--- src/logic/csu_pkg.sv ---
/*
 * Package for the shift execution unit: opcode patterns, field positions,
 * widths and reset values shared by the unit and its register file.
 * Assumes a 16-bit instruction word and sixteen 32-bit general registers.
 */
`default_nettype none

package csu_pkg;
	localparam int unsigned CSU_DATA_W = 32;
	localparam int unsigned CSU_IR_W = 16;
	localparam int unsigned CSU_REG_AW = 4;
	localparam int unsigned CSU_REG_COUNT = 16;
	localparam int unsigned CSU_PC_W = 32;
	localparam int unsigned CSU_CNT_W = 5;

	// Instruction fields
	localparam int unsigned CSU_OP_HI_POS = 12;
	localparam int unsigned CSU_DST_POS = 8;
	localparam int unsigned CSU_SRC_POS = 4;

	// Group nibble and low-byte opcodes of the one-operand shifts
	localparam logic [3:0] CSU_GROUP = 4'h4;
	localparam logic [7:0] CSU_OP_LEFT_ONE = 8'h00;
	localparam logic [7:0] CSU_OP_RIGHT_ONE = 8'h01;
	localparam logic [7:0] CSU_OP_ARITH_RIGHT_ONE = 8'h21;
	localparam logic [7:0] CSU_OP_LEFT_TWO = 8'h08;
	localparam logic [7:0] CSU_OP_LEFT_EIGHT = 8'h18;
	localparam logic [7:0] CSU_OP_LEFT_SIXTEEN = 8'h28;
	localparam logic [7:0] CSU_OP_RIGHT_TWO = 8'h09;
	localparam logic [7:0] CSU_OP_RIGHT_EIGHT = 8'h19;
	localparam logic [7:0] CSU_OP_RIGHT_SIXTEEN = 8'h29;
	// Dynamic shift: low nibble only
	localparam logic [3:0] CSU_OP_DYNAMIC = 4'hd;

	// Fixed distances
	localparam logic [CSU_CNT_W-1:0] CSU_DIST_TWO = 5'h02;
	localparam logic [CSU_CNT_W-1:0] CSU_DIST_EIGHT = 5'h08;
	localparam logic [CSU_CNT_W-1:0] CSU_DIST_SIXTEEN = 5'h10;

	// Program counter step per instruction, in bytes
	localparam logic [CSU_PC_W-1:0] CSU_PC_STEP = 32'h00000002;
	localparam logic [CSU_PC_W-1:0] CSU_PC_RESET = 32'h00000000;
	localparam logic [CSU_DATA_W-1:0] CSU_REG_RESET = 32'h00000000;
	localparam logic CSU_FLAG_RESET = 1'b0;

	typedef enum logic [3:0] {
		CSU_NONE,
		CSU_ARITH_RIGHT_ONE,
		CSU_LEFT_ONE,
		CSU_RIGHT_ONE,
		CSU_LEFT_FIXED,
		CSU_RIGHT_FIXED,
		CSU_DYNAMIC
	} csu_kind_e;
endpackage : csu_pkg

`default_nettype wire

--- src/logic/csu_regfile.sv ---
/*
 * General register file: one write port, two read ports, read data
 * registered. Assumes the caller issues the read one cycle before use.
 */
`default_nettype none

module csu_regfile
	import csu_pkg::*;
#(
	parameter int unsigned DATA_W = CSU_DATA_W,
	parameter int unsigned ADDR_W = CSU_REG_AW
)
(
	input wire logic mclk,
	input wire logic rst,
	input wire logic ce,
	input wire logic [ADDR_W-1:0] rd_a_addr,
	input wire logic [ADDR_W-1:0] rd_b_addr,
	output logic [DATA_W-1:0] rd_a_data,
	output logic [DATA_W-1:0] rd_b_data,
	input wire logic wr_en,
	input wire logic [ADDR_W-1:0] wr_addr,
	input wire logic [DATA_W-1:0] wr_data
);
	logic [DATA_W-1:0] mem [2**ADDR_W];

	// Storage; reset clears so simulation starts from known values
	always_ff @(posedge mclk or posedge rst)
	begin
		if (rst)
		begin
			for (int i = 0; i < 2**ADDR_W; i++)
				mem[i] <= CSU_REG_RESET;
		end
		else if (ce && wr_en)
			mem[wr_addr] <= wr_data;
	end

	// Registered reads, old data on a same-cycle write
	always_ff @(posedge mclk or posedge rst)
	begin
		if (rst)
		begin
			rd_a_data <= CSU_REG_RESET;
			rd_b_data <= CSU_REG_RESET;
		end
		else if (ce)
		begin
			rd_a_data <= mem[rd_a_addr];
			rd_b_data <= mem[rd_b_addr];
		end
	end
endmodule // csu_regfile

`default_nettype wire

--- src/logic/csu_shift_unit.sv ---
/*
 * Shift execution unit: decodes one 16-bit shift instruction at a time,
 * reads the general registers, shifts, writes back and steps the PC.
 * Assumes the fetch side holds instr stable with instr_valid until
 * instr_ready answers; instructions outside the group are refused.
 * The rest of the core fills registers through the load port, which
 * is honoured only while the unit idles; a load offered at any other
 * time is dropped, so the core waits for instr_ready before loading.
 * Outside loads are not mirrored on the write-back port.
 */
`default_nettype none

// Notes on behaviour
// - One-bit arithmetic right shift keeps the sign bit, writes back to same register.
// - One-bit shifts put the pushed-out bit in the flag: low for right, high for left.
// - One-bit logical left shift inserts zero at bit 0, writes back.
// - One-bit logical right shift clears the top bit, writes back.
// - Dynamic shift goes left for non-negative count register, right for negative.
// - Dynamic right shift fills vacated upper bits with zeros.
// - Dynamic shift amount comes only from the five low count bits.
// - Negative count is two's complement; right distance is 32 minus the five low count bits.
// - Left distance 0 to 31, right 1 to 32; right by 32 clears.
// - Fixed left shifts by two, eight or sixteen fill low bits with zeros.
// - Fixed right shifts by two, eight or sixteen fill high bits with zeros.
// - Multi-bit and dynamic shifts drop outside bits and leave the flag alone.
module csu_shift_unit
	import csu_pkg::*;
#(
	parameter int unsigned DATA_W = CSU_DATA_W
)
(
	input wire logic mclk,
	input wire logic rst,
	input wire logic ce,
	input wire logic instr_valid,
	input wire logic [CSU_IR_W-1:0] instr,
	input wire logic load_en,
	input wire logic [CSU_REG_AW-1:0] load_addr,
	input wire logic [DATA_W-1:0] load_data,
	output logic instr_ready,
	output logic instr_illegal,
	output logic [CSU_PC_W-1:0] pc,
	output logic t_flag,
	output logic wb_valid,
	output logic [CSU_REG_AW-1:0] wb_addr,
	output logic [DATA_W-1:0] wb_data
);
	// Idle, register read, then the single execution state
	typedef enum logic [1:0] {
		CSU_IDLE,
		CSU_READ,
		CSU_EXEC
	} csu_state_e;

	// Latched instruction fields, decode results and datapath nets
	csu_state_e state_reg;
	csu_kind_e kind_reg;
	logic [CSU_CNT_W-1:0] fixed_dist_reg;
	logic [CSU_REG_AW-1:0] dst_reg;
	logic [CSU_REG_AW-1:0] src_reg;
	csu_kind_e kind_next;
	logic [CSU_CNT_W-1:0] fixed_dist_next;
	logic [DATA_W-1:0] opnd;
	logic [DATA_W-1:0] cnt;
	logic [DATA_W-1:0] result;
	logic flag_next;
	logic flag_write;
	logic rf_wr;
	// Handshake qualifiers
	logic legal;
	logic take;
	// Register file write port after the load mux
	logic rf_we;
	logic [CSU_REG_AW-1:0] rf_waddr;
	logic [DATA_W-1:0] rf_wdata;

	// Instruction decode to shift kind and fixed distance
	always_comb
	begin
		kind_next = CSU_NONE;
		fixed_dist_next = CSU_DIST_TWO;
		if (instr[CSU_IR_W-1:CSU_OP_HI_POS] == CSU_GROUP)
		begin
			if (instr[3:0] == CSU_OP_DYNAMIC)
				kind_next = CSU_DYNAMIC;
			else
			begin
				case (instr[7:0])
					CSU_OP_ARITH_RIGHT_ONE: kind_next = CSU_ARITH_RIGHT_ONE;
					CSU_OP_LEFT_ONE: kind_next = CSU_LEFT_ONE;
					CSU_OP_RIGHT_ONE: kind_next = CSU_RIGHT_ONE;
					CSU_OP_LEFT_TWO: kind_next = CSU_LEFT_FIXED;
					CSU_OP_LEFT_EIGHT:
					begin
						kind_next = CSU_LEFT_FIXED;
						fixed_dist_next = CSU_DIST_EIGHT;
					end
					CSU_OP_LEFT_SIXTEEN:
					begin
						kind_next = CSU_LEFT_FIXED;
						fixed_dist_next = CSU_DIST_SIXTEEN;
					end
					CSU_OP_RIGHT_TWO: kind_next = CSU_RIGHT_FIXED;
					CSU_OP_RIGHT_EIGHT:
					begin
						kind_next = CSU_RIGHT_FIXED;
						fixed_dist_next = CSU_DIST_EIGHT;
					end
					CSU_OP_RIGHT_SIXTEEN:
					begin
						kind_next = CSU_RIGHT_FIXED;
						fixed_dist_next = CSU_DIST_SIXTEEN;
					end
					default: kind_next = CSU_NONE;
				endcase
			end
		end
	end

	// One word per handshake; a word outside the group is consumed and refused
	assign legal = kind_next != CSU_NONE;
	assign take = state_reg == CSU_IDLE && instr_valid && instr_ready;

	// Dynamic logical shift; a 33-bit right path gives the distance of 32
	function automatic logic [DATA_W-1:0] dyn_shift(input logic [DATA_W-1:0] v,
		input logic [DATA_W-1:0] c);
		logic [CSU_CNT_W-1:0] amt;
		logic [CSU_CNT_W:0] rdist;
		logic [DATA_W:0] wide;
		amt = c[CSU_CNT_W-1:0];
		rdist = {1'b0, ~amt} + {{CSU_CNT_W{1'b0}}, 1'b1};
		wide = {1'b0, v} >> rdist;
		if (!c[DATA_W-1])
			dyn_shift = v << amt;
		else
			dyn_shift = wide[DATA_W-1:0];
	endfunction

	// Datapath for the instruction in its execution state
	always_comb
	begin
		result = opnd;
		flag_next = t_flag;
		flag_write = 1'b0;
		case (kind_reg)
			CSU_ARITH_RIGHT_ONE:
			begin
				result = {opnd[DATA_W-1], opnd[DATA_W-1:1]};
				flag_next = opnd[0];
				flag_write = 1'b1;
			end
			CSU_LEFT_ONE:
			begin
				result = {opnd[DATA_W-2:0], 1'b0};
				flag_next = opnd[DATA_W-1];
				flag_write = 1'b1;
			end
			CSU_RIGHT_ONE:
			begin
				result = {1'b0, opnd[DATA_W-1:1]};
				flag_next = opnd[0];
				flag_write = 1'b1;
			end
			CSU_LEFT_FIXED: result = opnd << fixed_dist_reg;
			CSU_RIGHT_FIXED: result = opnd >> fixed_dist_reg;
			CSU_DYNAMIC: result = dyn_shift(opnd, cnt);
			default: result = opnd;
		endcase
	end

	// Result write in the single execution state
	assign rf_wr = (state_reg == CSU_EXEC);

	// Single write port: execution result first, outside loads only while idle
	always_comb
	begin
		rf_we = 1'b0;
		rf_waddr = dst_reg;
		rf_wdata = result;
		if (rf_wr)
			rf_we = 1'b1;
		else if (load_en && state_reg == CSU_IDLE)
		begin
			rf_we = 1'b1;
			rf_waddr = load_addr;
			rf_wdata = load_data;
		end
	end

	// Registered reads, hence the read state ahead of execution
	csu_regfile #(
		.DATA_W(DATA_W),
		.ADDR_W(CSU_REG_AW)
	) u_regs (
		.mclk(mclk),
		.rst(rst),
		.ce(ce),
		.rd_a_addr(dst_reg),
		.rd_b_addr(src_reg),
		.rd_a_data(opnd),
		.rd_b_data(cnt),
		.wr_en(rf_we),
		.wr_addr(rf_waddr),
		.wr_data(rf_wdata)
	);

	// Sequencer: latch, read registers, one execution state
	always_ff @(posedge mclk or posedge rst)
	begin
		if (rst)
		begin
			state_reg <= CSU_IDLE;
			kind_reg <= CSU_NONE;
			fixed_dist_reg <= CSU_DIST_TWO;
			dst_reg <= '0;
			src_reg <= '0;
		end
		else if (ce)
		begin
			case (state_reg)
				CSU_IDLE:
				begin
					if (take && legal)
					begin
						kind_reg <= kind_next;
						fixed_dist_reg <= fixed_dist_next;
						dst_reg <= instr[CSU_DST_POS +: CSU_REG_AW];
						src_reg <= instr[CSU_SRC_POS +: CSU_REG_AW];
						state_reg <= CSU_READ;
					end
				end
				CSU_READ: state_reg <= CSU_EXEC;
				CSU_EXEC: state_reg <= CSU_IDLE;
				default: state_reg <= CSU_IDLE;
			endcase
		end
	end

	// Ready only in idle; dropped while an instruction is in flight
	always_ff @(posedge mclk or posedge rst)
	begin
		if (rst)
			instr_ready <= 1'b1;
		else if (ce)
		begin
			if (take && legal) // Refused words leave ready high, else the unit would hang
				instr_ready <= 1'b0;
			else if (state_reg == CSU_EXEC)
				instr_ready <= 1'b1;
		end
	end

	// Refusal pulse for opcodes outside this group
	always_ff @(posedge mclk or posedge rst)
	begin
		if (rst)
			instr_illegal <= 1'b0;
		else if (ce)
			instr_illegal <= take && !legal;
	end

	// Condition flag: only the one-bit shifts touch it
	always_ff @(posedge mclk or posedge rst)
	begin
		if (rst)
			t_flag <= CSU_FLAG_RESET;
		else if (ce && rf_wr && flag_write)
			t_flag <= flag_next;
	end

	// Program counter steps once per completed shift
	always_ff @(posedge mclk or posedge rst)
	begin
		if (rst)
			pc <= CSU_PC_RESET;
		else if (ce && rf_wr)
			pc <= pc + CSU_PC_STEP;
	end

	// Write-back mirror so the rest of the core sees each result
	always_ff @(posedge mclk or posedge rst)
	begin
		if (rst)
		begin
			wb_valid <= 1'b0;
			wb_addr <= '0;
			wb_data <= CSU_REG_RESET;
		end
		else if (ce)
		begin
			wb_valid <= rf_wr;
			if (rf_wr)
			begin
				wb_addr <= dst_reg;
				wb_data <= result;
			end
		end
	end
endmodule // csu_shift_unit

`default_nettype wire

--- config.mk ---
export PLATFORM = sky130hd
export DESIGN_NAME = csu_shift_unit
export DESIGN_NICKNAME = d
export VERILOG_FILES = /design/src/logic/csu_pkg.sv /design/src/logic/csu_regfile.sv /design/src/logic/csu_shift_unit.sv
export SDC_FILE = /design/constraint.sdc
export NUM_CORES = 2
export LEC_CHECK = 0
export BUFFER_PORTS_ARGS = -buffer_cell sky130_fd_sc_hd__buf_2
export CORE_ASPECT_RATIO = 1.75
export CORE_MARGIN = 10
export CORE_UTILIZATION = 59
export CTS_BUF_LIST = sky130_fd_sc_hd__clkbuf_2 sky130_fd_sc_hd__clkbuf_4 sky130_fd_sc_hd__clkbuf_8
export CTS_CLUSTER_DIAMETER = 50
export CTS_CLUSTER_SIZE = 20
export DETAILED_ROUTE_END_ITERATION = 8
export MAX_ROUTING_LAYER = met4
export PLACE_DENSITY = 0.79
export SLEW_MARGIN = 5
export SYNTH_ARGS = -nofsm -noshare
export SYNTH_HDL_FRONTEND = slang
export SYNTH_SLANG_ARGS = --single-unit
--- constraint.sdc ---
create_clock -name mclk -period 23.8 [get_ports mclk]
set_input_delay 4.76 -clock mclk [delete_from_list [all_inputs] [get_ports mclk]]
set_output_delay 4.76 -clock mclk [all_outputs]
set_load 0.05 [all_outputs]
==> impl_results.rst <==
.. list-table::
   :header-rows: 1

   * - Metric
     - Value
   * - Outcome
     - finished, violations left
   * - Violations in the final reports
     - capacitance limit, slew limit
   * - Initial antenna violation count
     - 6
   * - Critical Path Start Type
     - primary input
   * - Post-CTS setup buffers
     - 0
   * - Worst Hold Path EP
     - wb_addr[2]
   * - Share of layout cells above drive strength 1
     - 28.5%
   * - Syn nets
     - 3200
   * - Cells after Synth
     - 3142
   * - Final clock period utilization by the worst path
     - 36.5%
   * - Max reg flops
     - about 510
   * - Total negative slack
     - 0 ns
   * - Wire length of the first global-routing pass
     - 191 mm
   * - Total gr overflow
     - 0
   * - Die ar.
     - 0.0711 mm^2
   * - Post-synthesis sequential element count
     - 637
   * - Final setup violating endpoints
     - 0
   * - Class of the most critical hold timing path
     - reg -> reg
   * - Synth Area per Inst
     - about 11 um^2
   * - Final min period
     - 8.68 ns
   * - Max capacitance violation total
     - 1
   * - Vias in the first global route
     - 29206
   * - Top Registers
     - u_regs.mem: 512 flops, u_regs.rd_a_data: 32 flops, wb_data: 32 flops
   * - Routed length per placed instance
     - 32.9 um
   * - DRC viols
     - 0
   * - Die X
     - 206 um
   * - Critical path class
     - in -> async
   * - Number of I/O port buffers
     - 127
   * - Number of buffers created by CTS
     - 44
   * - Clock slew at the register clock pins of the worst setup and hold paths
     - 0.10 ns
   * - Via/cell ratio
     - 7.29
   * - Required time at the worst-slack endpoint
     - 24.44 ns
   * - Reg2reg path depth
     - 7
   * - Leakage power
     - 0.0157 uW
   * - GRT Resource Usage Total
     - between 30% and 40%
   * - Sink Count
     - 637
   * - Post-route clock skew
     - 0.0626 ns
   * - Clock tree buffer depth
     - 3
   * - Largest net degree at the start of global routing
     - between 100 and 150
   * - Number of nets in the finished design
     - 3168
   * - Depth of the CTS H-tree
     - 2
   * - Min-Delay Startpoint
     - wb_addr[2]
   * - Remaining number of nets flagged by the antenna check after routing
     - 0
   * - Number of slew-limit violations in the final report
     - 3
   * - Clock tree root driver cell
     - sky130_fd_sc_hd__clkbuf_8
   * - P per Cell Area
     - 95.5 mW/mm^2
   * - Critical Path Sink Type
     - asynchronous set/reset pin
   * - Total core area
     - roughly 0.060 mm^2
   * - Reg2reg end
     - u_regs.mem[441]
   * - Slew @ Worst Pin
     - 1.52 ns
   * - Maximum vdd drop
     - 0.0531 mV
   * - Relative slew margins
     - -2.02%
   * - Share of synthesized registers carrying an async set or reset
     - 100%
   * - Half-perimeter wire length of the detailed placement result
     - 89.2 mm
   * - Most common cell after layout, fill and taps aside
     - sky130_fd_sc_hd__dfrtp_1
   * - Std cell rows
     - 119
   * - Worst R2R Start
     - u_regs.rd_b_data[1]
   * - Prevailing post-synth register cell
     - sky130_fd_sc_hd__dfrtp_1
   * - Most frequent cells in the layout
     - 628 x sky130_fd_sc_hd__dfrtp_1, 295 x sky130_fd_sc_hd__nand2_1, 286 x sky130_fd_sc_hd__nor2_1
   * - I/O pin count
     - 129
   * - Wire length after detailed routing
     - 129 mm
   * - Warning count from the yosys run
     - 0
   * - Starting Density
     - 59.5%
   * - Post-Route Utilization
     - 63.1%
   * - Clock latency of the later-clocked register in the worst-skew pair
     - approximately 0.73 ns
   * - RSZ-0062 raised after global routing
     - no
   * - Clock tree from TritonCTS
     - done
   * - Number of distinct library cells after synthesis
     - 105
   * - Drt pass-1 iters
     - 6
   * - Count of routing violations after the opening detailed-route iteration
     - 3262
   * - Number of synthesized flops with an enable pin
     - 0
   * - Height of the die
     - 345 um
   * - Arrival time of the worst setup path
     - 9.32 ns
   * - RD Place Congestion
     - 1.11
   * - Synth-to-Final Area Change
     - 6.01%
   * - Peak clock frequency supported by timing
     - 115 MHz
   * - Number of cells traversed by the worst hold path
     - 2
   * - DR vias
     - 28605
   * - Number of hold buffers added after CTS
     - 0
   * - Maximum net fanout on the critical path
     - 127
   * - Final Hold Vio Count
     - 0
   * - Area of the mapped netlist
     - 0.0357 mm^2
   * - Overall power
     - roughly 3600 uW
   * - Worst-case register-to-register setup slack
     - 19.28 ns
   * - Largest register by flop count
     - u_regs.mem
   * - Number of cells upsized or downsized after cts
     - 0
   * - Proportion of synthesized chip area in sequential cells
     - between 40% and 50%
## critical path, stage by stage
cell	delay (ns)
sky130_fd_sc_hd__buf_2	0.13
sky130_fd_sc_hd__inv_8	0.56
sky130_fd_sc_hd__buf_4	0.79
sky130_fd_sc_hd__buf_4	0.78
sky130_fd_sc_hd__buf_4	0.95
sky130_fd_sc_hd__buf_4	0.96
## worst max-delay path by stage
| stage | startpoint | to | depth (start not counted) |
|---|---|---|---|
| 4_1_cts | rst | u_regs.mem[309] | 6 |
| 5_1_grt | rst | u_regs.mem[309] | 6 |
| 6_report | rst | u_regs.mem[309] | 6 |
| 3_5_place_dp | rst | u_regs.mem[73] | 6 |
| 3_3_place_gp | rst | u_regs.mem[277] | 6 |
| 2_1_floorplan | rst | dst_reg[0] | 1 |
## layer usage
| layer | track usage [%] | share of wire (%) |
|---|---|---|
| met3 | 8.98 | 9.8 |
| met5 | - | 0 |
| met1 | 40.9 | 33 |
| met2 | 58.1 | 48 |
| met4 | 27.2 | 9.1 |
## kinds of logic after synthesis
kind of cell	synth area share (%)
AO/OA/AOI/OAI	13.2
multiplexers	25.8
buffers and inverters	4.36
AND/OR/NAND/NOR	11.1
adder cells (fa/ha/maj)	0.0351
flip-flops	44.7
other	0.0105
XOR/XNOR	0.761
## cell usage after synthesis, types with 7 or more instances
cell type | n | area (um^2)
sky130_fd_sc_hd__a21boi_0 | 8 | 60.1
sky130_fd_sc_hd__a21oi_1 | 188 | 941
sky130_fd_sc_hd__a21oi_2 | 12 | 105
sky130_fd_sc_hd__a22o_1 | 21 | 184
sky130_fd_sc_hd__a22oi_1 | 22 | 165
sky130_fd_sc_hd__a31oi_1 | 56 | 350
sky130_fd_sc_hd__a41oi_1 | 20 | 175
sky130_fd_sc_hd__and2_1 | 19 | 119
sky130_fd_sc_hd__and3_1 | 16 | 100
sky130_fd_sc_hd__and4_1 | 9 | 78.8
sky130_fd_sc_hd__buf_1 | 22 | 82.6
sky130_fd_sc_hd__buf_2 | 96 | 480
sky130_fd_sc_hd__buf_4 | 16 | 120
sky130_fd_sc_hd__buf_6 | 7 | 78.8
sky130_fd_sc_hd__clkbuf_1 | 183 | 687
sky130_fd_sc_hd__dfrtp_1 | 635 | 15900
sky130_fd_sc_hd__inv_1 | 18 | 67.6
sky130_fd_sc_hd__mux2_2 | 232 | 2610
sky130_fd_sc_hd__mux2i_1 | 71 | 711
sky130_fd_sc_hd__mux4_2 | 260 | 5860
sky130_fd_sc_hd__nand2_1 | 295 | 1110
sky130_fd_sc_hd__nand2b_1 | 14 | 87.6
sky130_fd_sc_hd__nand3_1 | 53 | 265
sky130_fd_sc_hd__nand4_1 | 32 | 200
sky130_fd_sc_hd__nor2_1 | 286 | 1070
sky130_fd_sc_hd__nor2b_1 | 17 | 106
sky130_fd_sc_hd__nor3_1 | 30 | 150
sky130_fd_sc_hd__nor4_2 | 9 | 113
sky130_fd_sc_hd__nor4_4 | 7 | 149
sky130_fd_sc_hd__o2111ai_1 | 7 | 61.3
sky130_fd_sc_hd__o211ai_1 | 7 | 52.6
sky130_fd_sc_hd__o21a_1 | 8 | 60.1
sky130_fd_sc_hd__o21ai_0 | 182 | 911
sky130_fd_sc_hd__o21ai_1 | 16 | 80.1
sky130_fd_sc_hd__o221ai_1 | 35 | 307
sky130_fd_sc_hd__o22ai_1 | 21 | 131
sky130_fd_sc_hd__o31ai_1 | 22 | 165
sky130_fd_sc_hd__or3_1 | 7 | 43.8
sky130_fd_sc_hd__xnor2_1 | 21 | 184
sky130_fd_sc_hd__xor2_1 | 10 | 87.6
## final cells by class
class                           instances  area [um^2]
Tap cell                              786          983
Inverter                               19         78.8
Fill cell                            4573        22200
Timing Repair Buffer                  249         1550
Clock inverter                         19          300
Antenna cell                            6         15.0
Clock buffer                           47          628
Multi-Input combinational cell       2159        18300
Sequential cell                       637        16000
## power by group
group / switching [uW] / internal, uW / leakage, uW / total (uW)
Sequential: 191 / 1290 / 0.00831 / 1490
Combinational: 926 / 582 / 0.00695 / 1510
Clock: 384 / 235 / 0.000458 / 619
Total: 1500 / 2110 / 0.0157 / 3610
## stage by stage
stage | setup slack (ns) | instance area [um^2] | hold WS, ns | std cells
final | 15.12 | 37800 | 0.490 | 3922
after global routing | 14.50 | 37800 | 0.508 | 3922
after CTS | 15.05 | 37800 | 0.488 | 3915
after detailed placement | 14.32 | 36900 | 0.465 | 3849
after global placement | 14.59 | 36900 | 0.454 | 3849
after floorplan | 1.20 | 35700 | 0.443 | 3142
Note: power is estimated with default switching activity, not from simulation.
